--- src/pkg/esc_pkg.sv ---
// Constants, instruction classes and cycle tables for the execution state counter.
// Assumes one 25 MHz CPU system clock; one state is one clock period.
// Overview of operation
// - States equal weighted sum of cycle classes.
// - On-chip memory fetch cycle takes two states.
// - Peripheral byte access takes two or three.
// - Long immediate add/AND: three fetches only.
// - Word immediate two fetches; word register one.
// - Listed short forms take one fetch cycle.
// - Memory bit-AND: two fetches, one byte access.
// - Short branches take two fetches, taken or not.
package esc_pkg;

   localparam int CLK_PERIOD_NS = 40;

   // Per-cycle state costs.
   localparam logic [1:0] S_FETCH_MEM       = 2'h2;
   localparam logic [1:0] S_BRANCH_ADDR     = 2'h2;
   localparam logic [1:0] S_STACK           = 2'h2;
   localparam logic [1:0] S_BYTE_MEM        = 2'h2;
   localparam logic [1:0] S_BYTE_PERIPH_LO  = 2'h2;
   localparam logic [1:0] S_BYTE_PERIPH_HI  = 2'h3;
   localparam logic [1:0] S_WORD_MEM        = 2'h2;
   localparam logic [1:0] S_INTERNAL        = 2'h1;

   localparam int         INSTR_W   = 5;
   localparam int         TOTAL_W   = 4;
   localparam logic [1:0] FETCH_ONE = 2'h1;
   localparam logic [1:0] FETCH_TWO = 2'h2;
   localparam logic [1:0] FETCH_TRI = 2'h3;

   typedef enum logic [INSTR_W-1:0] {
      ESC_ADD_B_IMM, ESC_ADD_B_REG, ESC_ADD_W_IMM, ESC_ADD_W_REG,
      ESC_ADD_L_IMM, ESC_ADD_L_REG, ESC_ADDRESS_INCREMENT_ADD,
      ESC_ADD_WITH_CARRY_IMM, ESC_ADD_WITH_CARRY_REG,
      ESC_AND_B_IMM, ESC_AND_B_REG, ESC_AND_W_IMM, ESC_AND_W_REG,
      ESC_AND_L_IMM, ESC_AND_L_REG, ESC_AND_INTO_CONDITION_CODES,
      ESC_BIT_AND_REG, ESC_BIT_AND_INDIRECT, ESC_BIT_AND_ABS8, ESC_BRANCH_D8
   } esc_instr_t;

   typedef enum logic [1:0] {ESC_IDLE, ESC_FETCH, ESC_DATA} esc_phase_t;

   // Fetch cycles per instruction; zero marks a code outside the table.
   function automatic logic [1:0] esc_fetch_count(input logic [INSTR_W-1:0] code);
      logic [1:0] n;
      n = 2'h0;
      unique case (code)
         ESC_ADD_L_IMM, ESC_AND_L_IMM:                      n = FETCH_TRI;
         ESC_ADD_W_IMM, ESC_AND_W_IMM:                      n = FETCH_TWO;
         ESC_ADD_W_REG, ESC_AND_W_REG:                      n = FETCH_ONE;
         ESC_AND_L_REG:                                     n = FETCH_TWO;
         ESC_ADD_L_REG:                                     n = FETCH_ONE;
         ESC_ADD_B_IMM, ESC_ADD_B_REG, ESC_ADDRESS_INCREMENT_ADD,
         ESC_ADD_WITH_CARRY_IMM, ESC_ADD_WITH_CARRY_REG, ESC_AND_B_IMM,
         ESC_AND_B_REG, ESC_AND_INTO_CONDITION_CODES, ESC_BIT_AND_REG: n = FETCH_ONE;
         ESC_BIT_AND_INDIRECT, ESC_BIT_AND_ABS8:            n = FETCH_TWO;
         ESC_BRANCH_D8:                                     n = FETCH_TWO;
         default:                                           n = 2'h0;
      endcase
      return n;
   endfunction

   // Byte data access cycles per instruction.
   function automatic logic esc_byte_count(input logic [INSTR_W-1:0] code);
      return (code == ESC_BIT_AND_INDIRECT) || (code == ESC_BIT_AND_ABS8);
   endfunction

endpackage

--- src/rtl/esc_cycle_timer.sv ---
// Down counter that measures the states of one bus cycle.
// Assumes the owner loads a non-zero length at every cycle start.
`timescale 1ns/1ns
module esc_cycle_timer #(
   parameter int W = 2
) (
   input  wire logic         clk,
   input  wire logic         resetn,
   input  wire logic         load,
   input  wire logic [W-1:0] len,
   output logic [W-1:0]      left,
   output logic              last
);
   typedef struct packed {
      logic [W-1:0] left;
   } esc_timer_t;

   esc_timer_t st, next_st;

   always_comb begin
      next_st = st;
      if (load) begin
         next_st.left = len;
      end else if (st.left != '0) begin
         next_st.left = st.left - W'(1);
      end
   end

   always_ff @(posedge clk or negedge resetn) begin
      if (!resetn) begin
         st <= '0;
      end else begin
         st <= next_st;
      end
   end

   assign left = st.left;
   assign last = (st.left == W'(1));
endmodule

--- src/rtl/esc_state_counter.sv ---
// Execution state counter: times one instruction as a sequence of bus cycles.
// Assumes the decoder issues one pulse per instruction only while busy is low.
`timescale 1ns/1ns
module esc_state_counter
   import esc_pkg::*;
(
   input  wire logic               clk,
   input  wire logic               resetn,
   input  wire logic               issue,
   input  wire logic [INSTR_W-1:0] instr_code,
   input  wire logic               byte_to_periph,
   input  wire logic               periph_slow,
   output logic                    busy,
   output logic                    cpu_wait,
   output logic                    done,
   output logic                    illegal,
   output logic [TOTAL_W-1:0]      total_states
);
   // All counting state except the bus-cycle timer's count lives in one record, so reset clears every field in one place.
   // The outputs are fields of this record and therefore come straight from flip-flops.
   typedef struct packed {
      esc_phase_t         phase;
      logic [1:0]         fetch_left;
      logic               byte_left;
      logic [1:0]         byte_cost;
      logic [TOTAL_W-1:0] elapsed;
      logic [TOTAL_W-1:0] total;
      logic               busy;
      logic               cpu_wait;
      logic               done;
      logic               illegal;
   } esc_state_t;

   esc_state_t st, next_st;
   logic       t_load;
   logic [1:0] t_len;
   logic [1:0] t_left;
   logic       t_last;
   logic [1:0] n_fetch;
   logic       n_byte;
   logic [1:0] n_cost;

   // One timer serves fetch and data cycles alike, since only one bus cycle runs at a time.
   // Its two-bit length limits a single bus cycle to three states.
   esc_cycle_timer #(.W(2)) u_timer (
      .clk    (clk),
      .resetn (resetn),
      .load   (t_load),
      .len    (t_len),
      .left   (t_left),
      .last   (t_last)
   );

   always_comb begin
      next_st          = st;
      next_st.done     = 1'b0;
      next_st.illegal  = 1'b0;
      next_st.cpu_wait = 1'b0;
      t_load           = 1'b0;
      t_len            = S_FETCH_MEM;
      n_fetch          = esc_fetch_count(instr_code);
      n_byte           = esc_byte_count(instr_code);
      n_cost           = byte_to_periph ? (periph_slow ? S_BYTE_PERIPH_HI
                                                       : S_BYTE_PERIPH_LO)
                                        : S_BYTE_MEM;
      unique case (st.phase)
         ESC_IDLE: begin
            if (issue && n_fetch == 2'h0) begin
               next_st.illegal = 1'b1;
            end else if (issue) begin
               // Total is the weighted sum; only fetch and byte classes occur here.
               // Both factors are widened first, as three two-state fetches overflow two bits.
               next_st.total      = TOTAL_W'(n_fetch) * TOTAL_W'(S_FETCH_MEM)
                                  + (n_byte ? TOTAL_W'(n_cost) : '0);
               next_st.phase      = ESC_FETCH;
               next_st.fetch_left = n_fetch;
               next_st.byte_left  = n_byte;
               next_st.byte_cost  = n_cost;
               next_st.elapsed    = '0;
               next_st.busy       = 1'b1;
               t_load             = 1'b1;
               t_len              = S_FETCH_MEM;
            end
         end
         ESC_FETCH, ESC_DATA: begin
            // Every state of the instruction is counted, fetch and data alike.
            next_st.elapsed = st.elapsed + TOTAL_W'(1);
            if (st.phase == ESC_DATA && st.byte_cost == S_BYTE_PERIPH_HI
                && t_left == 2'h2) begin
               // The third state of a slow peripheral access stalls the pipeline.
               next_st.cpu_wait = 1'b1;
            end
            if (t_last) begin
               if (st.phase == ESC_FETCH && st.fetch_left > 2'h1) begin
                  next_st.fetch_left = st.fetch_left - 2'h1;
                  t_load             = 1'b1;
                  t_len              = S_FETCH_MEM;
               end else if (st.phase == ESC_FETCH && st.byte_left) begin
                  next_st.phase     = ESC_DATA;
                  next_st.byte_left = 1'b0;
                  t_load            = 1'b1;
                  t_len             = st.byte_cost;
               end else begin
                  // Completion is held until every state of the total has run.
                  next_st.phase = ESC_IDLE;
                  next_st.busy  = 1'b0;
                  next_st.done  = 1'b1;
               end
            end
         end
         default: begin
            // An unused phase code falls back to idle rather than hanging the pipeline.
            next_st.phase = ESC_IDLE;
            next_st.busy  = 1'b0;
         end
      endcase
   end

   always_ff @(posedge clk or negedge resetn) begin
      if (!resetn) begin
         st <= '0;
      end else begin
         st <= next_st;
      end
   end

   assign busy         = st.busy;
   assign cpu_wait     = st.cpu_wait;
   assign done         = st.done;
   assign illegal      = st.illegal;
   assign total_states = st.total;
endmodule

--- config.mk ---
export PLATFORM = sky130hd
export DESIGN_NAME = esc_state_counter
export DESIGN_NICKNAME = d
export VERILOG_FILES = /design/src/pkg/esc_pkg.sv /design/src/rtl/esc_cycle_timer.sv /design/src/rtl/esc_state_counter.sv
export SDC_FILE = /design/constraint.sdc
export NUM_CORES = 1
export LEC_CHECK = 0
export ABC_CLOCK_PERIOD_IN_PS = 2610
export BUFFER_PORTS_ARGS = -buffer_cell sky130_fd_sc_hd__buf_2
export CELL_PAD_IN_SITES_DETAIL_PLACEMENT = 1
export CELL_PAD_IN_SITES_GLOBAL_PLACEMENT = 1
export CORE_ASPECT_RATIO = 1.2
export CORE_UTILIZATION = 43
export DETAILED_ROUTE_END_ITERATION = 8
export HOLD_SLACK_MARGIN = 0.05
export PLACE_DENSITY = 0.78
export SLEW_MARGIN = 20
export SYNTH_ARGS = -nofsm -noshare
export SYNTH_HDL_FRONTEND = slang
export SYNTH_HIERARCHICAL = 1
export SYNTH_SLANG_ARGS = --single-unit
--- constraint.sdc ---
create_clock -name clk -period 2.61 [get_ports clk]
set_input_delay 0.261 -clock clk [delete_from_list [all_inputs] [get_ports clk]]
set_output_delay 0.261 -clock clk [all_outputs]
set_load 0.05 [all_outputs]
==> results.md <==
* Seq/Total Area, Yosys at 35.90%
* Die W at 49.92 um
* Final net count at 159
* Max VDD drop at 518.9 uV
* Final Hold Fails at 0
* Pre-Repair DR Iteration Count at 3
* GRT Overall Usage at 20.87%
* Avg WL per Cell at 15.49 um
* Placed Cells at 163
* Core ar. at 2577 sq um
* Drt via density at 5.452
* Synthesis-stage register bit count at 17
* CTS max path bufs at 2
* Max Clk Rate at 502.8 MHz
* Critical Path Sink Type: register
* First-pass GRT wire length at 4.540 mm
* Worst path cell trace: buf_2 -> inv_1 -> ha_1 -> inv_1 -> o311a_2 -> or2_2 -> ha_1 -> ha_1 -> mux2_2
* Status: finished clean
* Die area at 2970 sq um
* Main combinational cell family by area after synthesis: simple AND/OR/NAND/NOR gates
* Cell family with most CP delay: adder cells
* RePlAce Congestion at 0.7924
* EDFF count, synth at 0
* Most used routing layer: met2
* Biggest area consumer among synthesized cells: dfrtp_1
* Reg clk slew, reported paths at 0.11 ns
* Layout Cells excl Fill at 168
* Clock sinks at 17
* Least-Margin Pin Slew at 0.3923 ns
* Grt met3 use at 1.795%
* Syn Nets at 140
* Final ANT Viol Nets at 0
* Simple-gate share of the synthesized area at 18.90%
* Synth Area in Compound Gates at 16.16%
* Inserted Diodes at 0
* Critical path buffer and inverter count at 3
* Met2 GRT Util at 40.15%
* Post-DP HPWL at 2.134 mm
* Worst setup SP type: input pin
* Proportion of layout cells with a drive suffix above 1 at 28.89%
* Slew headroom at 73.64%
* CP dominant cell by count: ha_1
* Slowest Stage Delay on Critical Path at 0.43 ns
* Min-delay worst type: in -> reg
* Setup TNS at 0 ns
* Worst-Skew Late Latency at 0.30 ns
* Worst EP arrival at 2.18 ns
* I/O pin total at 18
* CTS resizes at 0
* XOR/XNOR Fraction of Synth Area at 0.7392%
* Proportion of synthesized area in mux cells at 8.870%
* Vias at 916
* Yosys top cell area share at 35.90%
* Vias in the first global route at 1008
* CTS root buffer: clkbuf_4
* Max cap viols at 0
* Iter 0 DRT Violations at 3
* Antenna violations before repair at 0
* TritonCTS Buffers at 3
* Ratio of final minimum period to clock period at 76.20%
* Area grow syn2layout at 11.62%
* Post-Synthesis Cells at 117
* Clock Skews at 0.003280 ns
* Die height at 59.51 um
* Cell Pwr Density at 946.5 nW/um^2
* FF-to-FF setup slack at 0.62 ns
* DRC at 0
* Leak at 0.6701 nW
* Most common flop cell mapped by yosys: dfrtp_1
* Max FO, Critical Path at 4
* Slew Viols, Final at 0
* Async SR Flop Fraction at 100.0%
* GR Layer Usage met1 at 21.80%
* Post-synthesis adder-cell area fraction at 13.73%
* Synth warn at 6
* Cell area after synthesis at 1185 sq um
* Final wirelength at 2.602 mm
* Syn avg cell area at 10.13 sq um
* Largest net degree at the start of global routing at 18
* Critical Path Slowest Stage Cell: o311a_2
* # rows at 20
* H-tree lvl count at 1
* GRT overflow at 0
* Final Critical Period at 1.989 ns
* Port bufs at 17
* Worst EP required at 2.81 ns
* RSZ-0062 raised after global routing: no
* Starting Density at 45.97%
* Final setup vio count at 0
* CP Class: in -> reg
* TritonCTS clock tree: built
* Unique masters post-synth at 41
* Top cells by area, synth: dfrtp_1, ha_1, mux2_2, o21ai_0, inv_1
* WHS at 0.2081 ns
## where the power goes
part / switching, mW / internal, mW
clock: 0.0929 / 0.0572
combinational: 0.423 / 0.264
sequential: 0.0639 / 0.351
## final timing paths
| path | from | to | cells after the start |
|---|---|---|---|
| max in group asynchronous | resetn | total_states[3] | 2 |
| min reg2reg | st[13] | st[13] | 1 |
| min | periph_slow | st[12] | 3 |
| min in group asynchronous | resetn | st[17] | 2 |
| max reg2reg | st[17] | u_timer/left[0] | 6 |
| max | instr_code[0] | total_states[2] | 9 |
## cells by family after synthesis
group                      Yosys count
and+or+nand+nor                     38
buffers and inverters               14
xor gates and xnor gates             1
muxes                                9
DFF                                 17
adders and majority gates           13
AOI/OAI and AO/OA                   25
## sequential cells by signal (all words and copies together) (netlist names)
| register | cells |
|---|---|
| st | 7 |
| total_states | 4 |
| u_timer/left | 2 |
| busy | 1 |
| cpu_wait | 1 |
| done | 1 |
| illegal | 1 |
## metal layers
layer	share of wire (%)	vias up
li1	-	442
met1	40	452
met2	54	16
met3	1.8	6
met4	3.3	0
met5	0	-
## tightest hold or removal path: stages
cell,delay [ns]
buf_2,0.10
nand2_1,0.06
o21ai_1,0.06
## cell type report
| class | instances | area, sq um |
|---|---|---|
| clock inverters | 1 | 5.005 |
| clock buffers | 3 | 22.52 |
| flip-flops and latches | 17 | 425.4 |
| fillers | 300 | 1255 |
| multi-input cells | 86 | 691.9 |
| inverters | 9 | 33.78 |
| repair buffers | 19 | 102.6 |
| well taps | 33 | 41.29 |
## synth_stat cells (2+ instances only)
cell type  count
a21boi_0       2
a21oi_1        2
and3_1         2
buf_4          4
dfrtp_1       17
ha_1          13
inv_1          9
mux2_2         4
mux2_4         2
mux2i_1        3
nand2_1        9
nand2b_1       3
nand4_1        2
nor2_1         4
nor2b_1        3
nor3_1         2
o21ai_0        8
o21ai_1        3
or2_2          2
or3_1          2
## what timing repair did
action                                 CTS  global route
buffers inserted                         0             0
hold buffers                             1             0
endpoints found under the hold margin   17             0
## cell usage in the layout, fill, tap and decap left out, types with 2 or more instances in the layout
| master | instances |
|---|---|
| o21ai_0 | 8 |
| or3_1 | 2 |
| or2_2 | 2 |
| a21oi_1 | 2 |
| mux2_2 | 4 |
| nand2b_1 | 3 |
| mux2_4 | 2 |
| clkbuf_4 | 3 |
| inv_1 | 9 |
| buf_2 | 17 |
| mux2i_1 | 3 |
| o21ai_1 | 3 |
| dfrtp_1 | 17 |
| nor2b_1 | 3 |
| nor2_1 | 4 |
| a21boi_0 | 2 |
| and3_1 | 2 |
| nor3_1 | 2 |
| nand2_1 | 9 |
| nand4_1 | 2 |
| ha_1 | 13 |
## metrics by stage
stage / area (sq um) / total power [mW] / setup WS [ns] / utilization (%)
floorplan: 1185 / 0.9581 / 0.5562 / -
global placement: 1285 / 1.070 / 0.3328 / 49.85
detailed placement: 1285 / 1.117 / 0.2897 / 49.85
CTS: 1323 / 1.271 / 0.6089 / 51.31
global route: 1323 / 1.357 / 0.3963 / 51.31
finish: 1323 / 1.252 / 0.6211 / 51.31
Note: power is estimated with default switching activity, not from simulation.
